[src/rss_defines.vh]
// Constants of the reset sequencer and prescale counter.
// Assumes inclusion by rss_reset_sequencer.v and by the bench.
`ifndef RSS_DEFINES_VH
`define RSS_DEFINES_VH
// Register byte offsets
`define RSS_OFF_CAUSE 8'h00
`define RSS_OFF_CFG1 8'h04
`define RSS_OFF_CFG2 8'h08
`define RSS_OFF_BRKAUX 8'h0C
`define RSS_OFF_SERVICE 8'h10
`define RSS_OFF_STATUS 8'h14
// Cause register bits
`define RSS_C_FETCH 1
`define RSS_C_OPCODE 2
`define RSS_C_WDG 4
`define RSS_C_UV 5
`define RSS_C_PIN 6
`define RSS_C_POR 7
// Configuration bits
`define RSS_CFG1_SHORT 0
`define RSS_CFG1_STOPEN 1
`define RSS_CFG2_PINEN 0
`define RSS_BRK_WDGDIS 0
// Reset values
`define RSS_CFG1_RST 8'h00
`define RSS_CFG2_RST 8'h00
`define RSS_BRK_RST 8'h00
// Reset vectors
`define RSS_VEC_NORMAL 16'hFFFE
`define RSS_VEC_MONITOR 16'hFEFE
`define RSS_SERVICE_ADDR 16'hFFFF
// Timing in base clock cycles
`define RSS_LONG_CYC 13'h1000
`define RSS_DRIVE_CYC 13'h0020
`define RSS_HOLD_CYC 13'h0020
`define RSS_TAIL_CYC 13'h0003
`define RSS_SHORT_WAKE 13'h0020
`define RSS_LONG_WAKE 13'h1000
// Prescale stages cleared by a watchdog service
`define RSS_SVC_HI 11
`define RSS_SVC_LO 4
// AXI responses
`define RSS_OKAY 2'h0
`define RSS_SLVERR 2'h2
// Sequencer states
`define RSS_S_IDLE 3'h0
`define RSS_S_LONG 3'h1
`define RSS_S_DRIVE 3'h2
`define RSS_S_HOLD 3'h3
`define RSS_S_TAIL 3'h4
`define RSS_S_EXT 3'h5
`define RSS_S_STOP 3'h6
`define RSS_S_WAKE 3'h7
`endif

[src/rss_reset_sequencer.v]
// Reset sequencer, prescale counter and interrupt latch of the system unit.
// Assumes aclk is the base clock; CPU strobes are one-cycle pulses on aclk.
//
// Behaviour
// - Every reset asserts internal reset, selects vector
// - Internal resets clear prescaler; pin reset does not
// - Each cause sets its own flag
// - Enabled pin low halts; long enough sets flag
// - Pin is plain input until enable bit set
// - Power-up/undervoltage hold pin low 4096+32 cycles
// - Internal sources drive pin 32, hold 32
// - Recovery totals 4163 or 67 cycles
// - Power-up: reset, oscillator on, clocks stopped
// - Watchdog overflow resets, sets flag
// - Service write clears watchdog and stages 12-5
// - Watchdog clock every 4096 cycles when not serviced
// - Break in monitor with disable bit holds watchdog
// - Undefined instruction sets flag and resets
// - Stop with stop disabled is bad opcode
// - Only opcode fetch from unmapped address resets
// - Undervoltage counts 4096 after recovery, pin low
// - Twelve stages plus overflow stage clocking watchdog
// - Stop clears prescaler; wake delay 32 or 4096
// - Prescaler free-runs after reset states
// - Interrupt latched and held until serviced or mask cleared
// - Entry sets mask; return restores registers
// - Bus clock is base clock divided by four
`include "rss_defines.vh"
`timescale 1ns/100ps
`default_nettype none
module rss_reset_sequencer #(
   parameter PIN_MIN_CYC = 13'h0008,
   parameter LONG_CYC = `RSS_LONG_CYC,
   parameter LONG_WAKE = `RSS_LONG_WAKE,
   parameter NUM_IRQ = 8,
   parameter IRQ_IDX_W = 3
) (
   // Clock and bus reset
   input wire aclk,
   input wire aresetn,
   // AXI4-Lite slave
   input wire [7:0] s_axi_awaddr,
   input wire s_axi_awvalid,
   output reg s_axi_awready,
   input wire [31:0] s_axi_wdata,
   input wire [3:0] s_axi_wstrb,
   input wire s_axi_wvalid,
   output reg s_axi_wready,
   output reg [1:0] s_axi_bresp,
   output reg s_axi_bvalid,
   input wire s_axi_bready,
   input wire [7:0] s_axi_araddr,
   input wire s_axi_arvalid,
   output reg s_axi_arready,
   output reg [31:0] s_axi_rdata,
   output reg [1:0] s_axi_rresp,
   output reg s_axi_rvalid,
   input wire s_axi_rready,
   // Reset sources
   input wire power_up_pulse,
   input wire undervoltage_reset,
   input wire watchdog_timeout,
   // CPU signals
   input wire [15:0] cpu_addr,
   input wire cpu_write,
   input wire cpu_opcode_fetch,
   input wire cpu_unmapped,
   input wire cpu_illegal_opcode,
   input wire cpu_stop_exec,
   input wire wake_event,
   input wire monitor_mode,
   input wire break_active,
   // Interrupts
   input wire [NUM_IRQ-1:0] irq_req,
   input wire int_begin,
   input wire int_serviced,
   input wire i_mask_cleared,
   input wire cpu_rti,
   output reg int_latched,
   output reg [IRQ_IDX_W-1:0] int_vector_sel,
   output reg set_i_mask,
   output reg restore_regs,
   // Reset pin
   input wire reset_pin_in,
   output reg reset_pin_out,
   output reg reset_pin_oe,
   output reg gpio_in,
   // Status to the chip
   output reg internal_reset_signal,
   output reg [15:0] reset_vector,
   output reg osc_enable,
   output reg clocks_run,
   output reg bus_clk_en,
   output reg watchdog_clk_en,
   output reg watchdog_clear,
   output reg watchdog_hold
);
   reg [2:0] state;
   reg [12:0] seq_cnt;
   reg [12:0] ext_cnt;
   reg [11:0] prescale;
   reg [1:0] bus_div;
   reg pin_s1, pin_s2;
   reg wdg_s1, wdg_s2, wdg_s3;
   reg [7:0] cause;
   reg [7:0] cfg1, cfg2, brkaux;
   reg aw_hold, w_hold;
   reg [7:0] aw_addr;
   reg [31:0] w_data;
   reg [3:0] w_strb;
   reg [IRQ_IDX_W-1:0] next_sel;
   reg next_found;
   integer i;

   wire pin_en = cfg2[`RSS_CFG2_PINEN];
   wire stop_en = cfg1[`RSS_CFG1_STOPEN];
   wire running = (state == `RSS_S_IDLE);
   // A rising edge only, so a stuck overflow level cannot loop resets
   wire wdg_evt = wdg_s2 & ~wdg_s3 & ~watchdog_hold;
   wire bad_op = running & (cpu_illegal_opcode | (cpu_stop_exec & ~stop_en));
   wire bad_fetch = running & cpu_opcode_fetch & cpu_unmapped;
   wire go_long = power_up_pulse | undervoltage_reset;
   wire in_long = (state == `RSS_S_LONG) | (state == `RSS_S_DRIVE);
   wire go_int = ~go_long & ~in_long & (wdg_evt | bad_op | bad_fetch);
   // Our own drive of the pin is not seen as an outside reset
   wire ext_low = pin_en & ~pin_s2 & ~reset_pin_oe;
   wire go_stop = running & cpu_stop_exec & stop_en;
   wire clr_pre = go_long | go_int | go_stop;
   wire wake_done = seq_cnt == (cfg1[`RSS_CFG1_SHORT] ? `RSS_SHORT_WAKE - 13'h0001
                                : LONG_WAKE - 13'h0001);
   wire do_write = aw_hold & w_hold & ~s_axi_bvalid;
   wire svc_bus = do_write & (aw_addr == `RSS_OFF_SERVICE);
   wire svc_cpu = cpu_write & (cpu_addr == `RSS_SERVICE_ADDR);
   wire service = svc_bus | svc_cpu;
   wire pin_flag = (state == `RSS_S_EXT) & (ext_cnt == PIN_MIN_CYC - 13'h0001);

   // Synchronisers; first stages feed only second stages
   always @(posedge aclk) begin
      if (!aresetn) begin
         pin_s1 <= 1'b1;
         pin_s2 <= 1'b1;
         wdg_s1 <= 1'b0;
         wdg_s2 <= 1'b0;
         wdg_s3 <= 1'b0;
      end else begin
         pin_s1 <= reset_pin_in;
         pin_s2 <= pin_s1;
         wdg_s1 <= watchdog_timeout;
         wdg_s2 <= wdg_s1;
         wdg_s3 <= wdg_s2;
      end
   end

   // Reset sequencer
   always @(posedge aclk) begin
      if (!aresetn) begin
         state <= `RSS_S_IDLE;
         seq_cnt <= 13'h0000;
         ext_cnt <= 13'h0000;
      end else if (go_long) begin
         // Undervoltage keeps the count at zero until the supply recovers
         state <= `RSS_S_LONG;
         seq_cnt <= 13'h0000;
      end else if (go_int) begin
         state <= `RSS_S_DRIVE;
         seq_cnt <= 13'h0000;
      end else if (ext_low & (running | state == `RSS_S_STOP | state == `RSS_S_WAKE)) begin
         state <= `RSS_S_EXT;
         ext_cnt <= 13'h0000;
      end else begin
         case (state)
            `RSS_S_IDLE: begin
               if (go_stop) begin
                  state <= `RSS_S_STOP;
               end
            end
            `RSS_S_LONG: begin
               if (seq_cnt == LONG_CYC - 13'h0001) begin
                  state <= `RSS_S_DRIVE;
                  seq_cnt <= 13'h0000;
               end else begin
                  seq_cnt <= seq_cnt + 13'h0001;
               end
            end
            `RSS_S_DRIVE: begin
               if (seq_cnt == `RSS_DRIVE_CYC - 13'h0001) begin
                  state <= `RSS_S_HOLD;
                  seq_cnt <= 13'h0000;
               end else begin
                  seq_cnt <= seq_cnt + 13'h0001;
               end
            end
            `RSS_S_HOLD: begin
               if (seq_cnt == `RSS_HOLD_CYC - 13'h0001) begin
                  state <= `RSS_S_TAIL;
                  seq_cnt <= 13'h0000;
               end else begin
                  seq_cnt <= seq_cnt + 13'h0001;
               end
            end
            `RSS_S_TAIL: begin
               if (seq_cnt == `RSS_TAIL_CYC - 13'h0001) begin
                  state <= `RSS_S_IDLE;
                  seq_cnt <= 13'h0000;
               end else begin
                  seq_cnt <= seq_cnt + 13'h0001;
               end
            end
            `RSS_S_EXT: begin
               if (!ext_low) begin
                  state <= `RSS_S_HOLD;
                  seq_cnt <= 13'h0000;
               end else if (ext_cnt != PIN_MIN_CYC) begin
                  ext_cnt <= ext_cnt + 13'h0001;
               end
            end
            `RSS_S_STOP: begin
               if (wake_event) begin
                  state <= `RSS_S_WAKE;
                  seq_cnt <= 13'h0000;
               end
            end
            `RSS_S_WAKE: begin
               if (wake_done) begin
                  state <= `RSS_S_IDLE;
               end else begin
                  seq_cnt <= seq_cnt + 13'h0001;
               end
            end
            default: begin
               state <= `RSS_S_IDLE;
            end
         endcase
      end
   end

   // Prescale counter; sampling on the rising edge stands in for the falling one
   always @(posedge aclk) begin
      if (!aresetn) begin
         prescale <= 12'h000;
         watchdog_clk_en <= 1'b0;
      end else if (clr_pre) begin
         prescale <= 12'h000;
         watchdog_clk_en <= 1'b0;
      end else begin
         prescale <= prescale + 12'h001;
         watchdog_clk_en <= (prescale == 12'hFFF);
         if (service) begin
            prescale[`RSS_SVC_HI:`RSS_SVC_LO] <= 8'h00;
         end
      end
   end

   // Outputs of the sequencer and clock control
   always @(posedge aclk) begin
      if (!aresetn) begin
         internal_reset_signal <= 1'b0;
         reset_pin_out <= 1'b1;
         reset_pin_oe <= 1'b0;
         gpio_in <= 1'b1;
         reset_vector <= `RSS_VEC_NORMAL;
         osc_enable <= 1'b1;
         clocks_run <= 1'b1;
         bus_div <= 2'h0;
         bus_clk_en <= 1'b0;
         watchdog_clear <= 1'b0;
         watchdog_hold <= 1'b0;
      end else begin
         internal_reset_signal <= ~running & (state != `RSS_S_STOP)
                                  & (state != `RSS_S_WAKE);
         reset_vector <= monitor_mode ? `RSS_VEC_MONITOR : `RSS_VEC_NORMAL;
         // Pin drive only while the pin has its reset role
         reset_pin_out <= 1'b0;
         reset_pin_oe <= pin_en & in_long;
         gpio_in <= pin_s2;
         osc_enable <= (state != `RSS_S_STOP);
         clocks_run <= running;
         bus_div <= running ? bus_div + 2'h1 : 2'h0;
         bus_clk_en <= running & (bus_div == 2'h3);
         watchdog_clear <= service;
         watchdog_hold <= break_active & monitor_mode & brkaux[`RSS_BRK_WDGDIS];
      end
   end

   // Interrupt arbitration: lowest index wins
   always @* begin
      next_sel = {IRQ_IDX_W{1'b0}};
      next_found = 1'b0;
      for (i = NUM_IRQ - 1; i >= 0; i = i - 1) begin
         if (irq_req[i]) begin
            next_sel = i[IRQ_IDX_W-1:0];
            next_found = 1'b1;
         end
      end
   end

   always @(posedge aclk) begin
      if (!aresetn || internal_reset_signal) begin
         int_latched <= 1'b0;
         int_vector_sel <= {IRQ_IDX_W{1'b0}};
         set_i_mask <= 1'b0;
         restore_regs <= 1'b0;
      end else begin
         set_i_mask <= 1'b0;
         restore_regs <= cpu_rti;
         if (int_begin && !int_latched && next_found) begin
            int_latched <= 1'b1;
            int_vector_sel <= next_sel;
            set_i_mask <= 1'b1;
         end else if (int_serviced || i_mask_cleared) begin
            int_latched <= 1'b0;
         end
      end
   end

   // Cause flags: hardware set wins over a software clear in the same cycle
   always @(posedge aclk) begin
      if (!aresetn) begin
         cause <= 8'h00;
      end else begin
         if (do_write && aw_addr == `RSS_OFF_CAUSE && w_strb[0]) begin
            cause <= cause & ~w_data[7:0];
         end
         if (power_up_pulse) begin
            cause[`RSS_C_POR] <= 1'b1;
         end
         if (undervoltage_reset) begin
            cause[`RSS_C_UV] <= 1'b1;
         end
         if (~go_long & ~in_long & wdg_evt) begin
            cause[`RSS_C_WDG] <= 1'b1;
         end
         if (~go_long & ~in_long & bad_op) begin
            cause[`RSS_C_OPCODE] <= 1'b1;
         end
         if (~go_long & ~in_long & bad_fetch) begin
            cause[`RSS_C_FETCH] <= 1'b1;
         end
         if (pin_flag) begin
            cause[`RSS_C_PIN] <= 1'b1;
         end
      end
   end

   // AXI4-Lite write channel
   always @(posedge aclk) begin
      if (!aresetn) begin
         aw_hold <= 1'b0;
         w_hold <= 1'b0;
         aw_addr <= 8'h00;
         w_data <= 32'h00000000;
         w_strb <= 4'h0;
         s_axi_awready <= 1'b0;
         s_axi_wready <= 1'b0;
         s_axi_bvalid <= 1'b0;
         s_axi_bresp <= `RSS_OKAY;
         cfg1 <= `RSS_CFG1_RST;
         cfg2 <= `RSS_CFG2_RST;
         brkaux <= `RSS_BRK_RST;
      end else begin
         s_axi_awready <= ~aw_hold & ~s_axi_awready & ~s_axi_bvalid;
         s_axi_wready <= ~w_hold & ~s_axi_wready & ~s_axi_bvalid;
         if (s_axi_awvalid && s_axi_awready) begin
            aw_hold <= 1'b1;
            aw_addr <= s_axi_awaddr;
            s_axi_awready <= 1'b0;
         end
         if (s_axi_wvalid && s_axi_wready) begin
            w_hold <= 1'b1;
            w_data <= s_axi_wdata;
            w_strb <= s_axi_wstrb;
            s_axi_wready <= 1'b0;
         end
         if (do_write) begin
            aw_hold <= 1'b0;
            w_hold <= 1'b0;
            s_axi_bvalid <= 1'b1;
            s_axi_bresp <= `RSS_OKAY;
            case (aw_addr)
               `RSS_OFF_CFG1: begin
                  if (w_strb[0]) begin
                     cfg1 <= w_data[7:0];
                  end
               end
               `RSS_OFF_CFG2: begin
                  if (w_strb[0]) begin
                     cfg2 <= w_data[7:0];
                  end
               end
               `RSS_OFF_BRKAUX: begin
                  if (w_strb[0]) begin
                     brkaux <= w_data[7:0];
                  end
               end
               `RSS_OFF_CAUSE, `RSS_OFF_SERVICE: begin
                  s_axi_bresp <= `RSS_OKAY;
               end
               default: begin
                  s_axi_bresp <= `RSS_SLVERR;
               end
            endcase
         end else if (s_axi_bvalid && s_axi_bready) begin
            s_axi_bvalid <= 1'b0;
         end
      end
   end

   // AXI4-Lite read channel
   always @(posedge aclk) begin
      if (!aresetn) begin
         s_axi_arready <= 1'b0;
         s_axi_rvalid <= 1'b0;
         s_axi_rdata <= 32'h00000000;
         s_axi_rresp <= `RSS_OKAY;
      end else begin
         s_axi_arready <= ~s_axi_arready & ~s_axi_rvalid;
         if (s_axi_arvalid && s_axi_arready) begin
            s_axi_arready <= 1'b0;
            s_axi_rvalid <= 1'b1;
            s_axi_rresp <= `RSS_OKAY;
            case (s_axi_araddr)
               `RSS_OFF_CAUSE: s_axi_rdata <= {24'h000000, cause};
               `RSS_OFF_CFG1: s_axi_rdata <= {24'h000000, cfg1};
               `RSS_OFF_CFG2: s_axi_rdata <= {24'h000000, cfg2};
               `RSS_OFF_BRKAUX: s_axi_rdata <= {24'h000000, brkaux};
               `RSS_OFF_SERVICE: s_axi_rdata <= 32'h00000000;
               `RSS_OFF_STATUS: s_axi_rdata <= {13'h0000, state, prescale, 4'h0};
               default: begin
                  s_axi_rdata <= 32'h00000000;
                  s_axi_rresp <= `RSS_SLVERR;
               end
            endcase
         end else if (s_axi_rvalid && s_axi_rready) begin
            s_axi_rvalid <= 1'b0;
         end
      end
   end
endmodule
`default_nettype wire

[config.mk]
export PLATFORM = sky130hd
export DESIGN_NAME = rss_reset_sequencer
export DESIGN_NICKNAME = d
export VERILOG_FILES = /design/src/rss_reset_sequencer.v
export VERILOG_INCLUDE_DIRS = /design/src
export SDC_FILE = /design/constraint.sdc
export NUM_CORES = 1
export LEC_CHECK = 0
export BUFFER_PORTS_ARGS = -buffer_cell sky130_fd_sc_hd__buf_4
export CORE_MARGIN = 8
export CORE_UTILIZATION = 45
export DETAILED_ROUTE_END_ITERATION = 6
export GPL_TIMING_DRIVEN = 0
export PLACE_DENSITY = 0.7
export SLEW_MARGIN = 5
export SYNTH_ARGS = -nofsm -noshare
export SYNTH_HDL_FRONTEND = slang
export SYNTH_SLANG_ARGS = --single-unit
export TNS_END_PERCENT = 1
[constraint.sdc]
create_clock -name aclk -period 2.6 [get_ports aclk]
set_input_delay 0.13 -clock aclk [delete_from_list [all_inputs] [get_ports aclk]]
set_output_delay 0.13 -clock aclk [all_outputs]
set_load 0.05 [all_outputs]
==> summary.md <==
| Metric | Value |
|---|---|
| Num CTS Buffers | 17 |
| Syn_area_per_cell | 8.50 um^2 |
| Core ar. | 14400 um^2 |
| Final #Nets | 1069 |
| Synthesized area | 6590 um^2 |
| Area share of fa/ha/maj cells after synthesis | 1.29% |
| CTS tree | yes |
| Detail Route Antenna Nets | 0 |
| Die area | 18800 um^2 |
| Lkg Pwr | 3.51 nW |
| Number of global-route vias before repair | 5788 |
| Period minus WS final | 2.41 ns |
| Antenna Cells | 0 |
| # fillers | 1324 |
| Clock Path Buffers | 2 |
| Area grow syn2layout | 31.9% |
| Cell count after synthesis | 775 |
| Total gr overflow | 0 |
| Final Skew | 0.00880 ns |
| 1st-iter DRT viols | 394 |
| Die height | 137 um |
| Via density | 5.23 |
| Initial Util | 45.7% |
| Total routed wirelength | 17900 um |
| Final Cycle Share | 92.6% |
| CP Cell Sequence | ha_2 > and4_1 > or2b_1 > or4_4 > nand2_2 > buf_6 > buf_8 > nand2_1 > a31oi_1 |
| Status | finished clean |
| Max Clock Freq | 0.415 GHz |
| First-pass GRT wire length | 28800 um |
| Post-DP HPWL | 12700 um |
| CP required | 2.95 ns |
| Mux cell area share after synthesis | 6.89% |
| All-Layer GR Usage | 19.2% |
| Compound-Gate Fraction of Synth Area | 11.0% |
| Final Hold Fails | 0 |
| XOR/XNOR Fraction of Synth Area | 2.92% |
| Initial DRT Pass Iterations | 5 |
| EDFF count, synth | 0 |
| Max Cap Viol | 0 |
| Sequential share of the synthesized area | 43.1% |
| Worst hold margin | 0.0238 ns |
| Simple-Gate Fraction of Synth Area | 27.0% |
| Largest net degree at the start of global routing | 17 |
| DRC viols | 0 |
| Pwr/cell area | 623 nW/um^2 |
| WP data arrival | 2.75 ns |
| Unrepaired setup endpoints after global routing | false |
| VDD IR max | 0.000461 V |
| Kind of end point of the critical path | register |
| CP Max Fanout | 10 |
| Sink Count | 142 |
| Synth async-reset ratio | 0% |
| Setup TNS | 0 ns |
| Final setup fails | 0 |
| DR vias | 6070 |
| Primary FF master, synth | dfxtp_1 |
| Largest family of logic cells by synthesized area | simple AND/OR/NAND/NOR gates |
| Yosys warns | 0 |
| Layout cells sized above 1 | 20.7% |
| Die width | 137 um |
| PortBufs | 113 |
| Top Ports | 172 |
| Worst skew pair latency | 0.43 ns |
| Crit Path Category | reg -> reg |
| Worst setup SP type | register |
| Count of cell types in the netlist | 71 |
| H-tree depth | 4 |
| GP Congestion | 0.867 |
| Slew Limit Fails | 0 |
| Row Count | 44 |
| Tightest Pin Transition | 0.867 ns |
| Type of the most critical hold path | in -> reg |
| Worst slew margin | 41.7% |
| Root buffer cell | clkbuf_16 |
| Slowest stage delay, CP | 0.50 ns |
| Synthesized flop and latch total | 142 |
| Routed WL per cell | 15.4 um |
| Clk pin slew, worst setup/hold paths | 0.06 ns |
| Slowest CP cell | or4_4 |
| Initial antenna violation count | 0 |
==> stage by stage <==
step           util, %  cell area (um^2)  instances  total power, mW  setup slack [ns]
2_1_floorplan        -              6700        803             2.71             0.473
3_3_place_gp      53.9              7770       1100             2.91             0.190
3_5_place_dp      53.9              7770       1100             2.92             0.148
4_1_cts           60.1              8670       1161             5.44             0.162
5_1_grt           60.3              8690       1161             5.59            0.0152
6_report          60.3              8690       1161             5.42             0.191
==> cell usage in the layout, fill, tap and decap left out, types with 8 or more instances in the layout <==
master / n
buf_4: 143
dfxtp_1: 142
nor2_1: 88
nand2_1: 85
a21oi_1: 66
nand3_1: 49
mux2i_1: 33
conb_1: 30
dlygate4sd3_1: 29
clkbuf_1: 28
nor3_1: 26
inv_1: 17
nor4_1: 17
clkbuf_16: 17
xnor2_1: 16
nand4_1: 12
a31oi_1: 12
nand2b_1: 10
and3_1: 9
nor3b_1: 9
or4_1: 9
o21ai_0: 8
==> area by class of cell <==
| type | instances | area [um^2] | share of cell area [%] |
|---|---|---|---|
| Tap cell | 184 | 230 | 2.65 |
| Clock buffer | 20 | 447 | 5.14 |
| Clock inverter | 12 | 160 | 1.84 |
| Inverter | 18 | 68.8 | 0.791 |
| Sequential cell | 142 | 2840 | 32.7 |
| Multi-Input combinational cell | 574 | 3370 | 38.7 |
| Buffer | 69 | 439 | 5.05 |
| Timing Repair Buffer | 142 | 1140 | 13.1 |
==> repair_timing <==
item | CTS | global route
setup buffers | 0 | 0
hold buffers | 29 | 0
endpoints found under the hold margin | 28 | 0
gates resized for setup | 0 | 4
setup endpoints to repair | 0 | 26
==> Yosys cell counts, types with 7 or more instances <==
library cell	count	area [um^2]
nand2_1	85	319
inv_1	17	63.8
nor3_1	27	135
xnor2_1	16	140
nor4_1	18	113
nand4_1	12	75.1
nor3b_1	9	67.6
mux2i_1	33	330
dfxtp_1	142	2840
a31oi_1	12	75.1
nand3_1	49	245
and2_1	7	43.8
o21ai_0	8	40.0
buf_4	30	225
nor2_1	88	330
or4_1	9	67.6
and3_1	9	56.3
clkbuf_1	26	97.6
nand2b_1	10	62.6
a21oi_1	66	330
==> state kept, by name, summed over array words and instances, names as in the netlist, 2 cells and up <==
name / count
brkaux: 8
cause: 8
prescale: 12
s_axi_rdata: 19
cfg2: 8
state: 3
ext_cnt: 13
aw_addr: 8
seq_cnt: 13
w_data: 8
cfg1: 8
int_vector_sel: 3
bus_div: 2
==> critical path, delay by kind of cell (launching register included) <==
family	cells	cell delay, ns
buffers and inverters	2	0.29
adder cells (fa/ha/maj)	1	0.25
AND/OR/NAND/NOR	5	1.24
AO/OA/AOI/OAI	1	0.16
flip-flops	1	0.38
==> routing by layer <==
metal  wire, um  track usage, %
met4        310            8.21
met2       8210            30.1
met1       8200            24.9
met5          0               0
met3       1140            4.00
==> power by group <==
part / internal (mW) / leakage (nW) / total [mW] / switching [mW]
Sequential: 2.23 / 1.15 / 2.26 / 0.0357
Combinational: 0.248 / 2.06 / 0.652 / 0.404
Clock: 1.54 / 0.295 / 2.50 / 0.962
Total: 4.02 / 3.51 / 5.42 / 1.40
==> cells by family after synthesis <==
kind of cell,Yosys count
AOI/OAI and AO/OA,120
xor gates and xnor gates,22
adders and majority gates,7
buffers and inverters,87
DFF,142
muxes,39
other,2
and+or+nand+nor,356
==> worst paths after layout <==
check,from,endpoint,slack [ns],cells after the start
hold reg to reg,pin_s1,pin_s2,0.42,1
setup reg to reg,seq_cnt[0],seq_cnt[11],0.19,9
hold / removal,s_axi_araddr[4],s_axi_rresp[1],0.02,3
setup / recovery,seq_cnt[0],seq_cnt[11],0.19,9
Note: power is estimated with default switching activity, not from simulation.
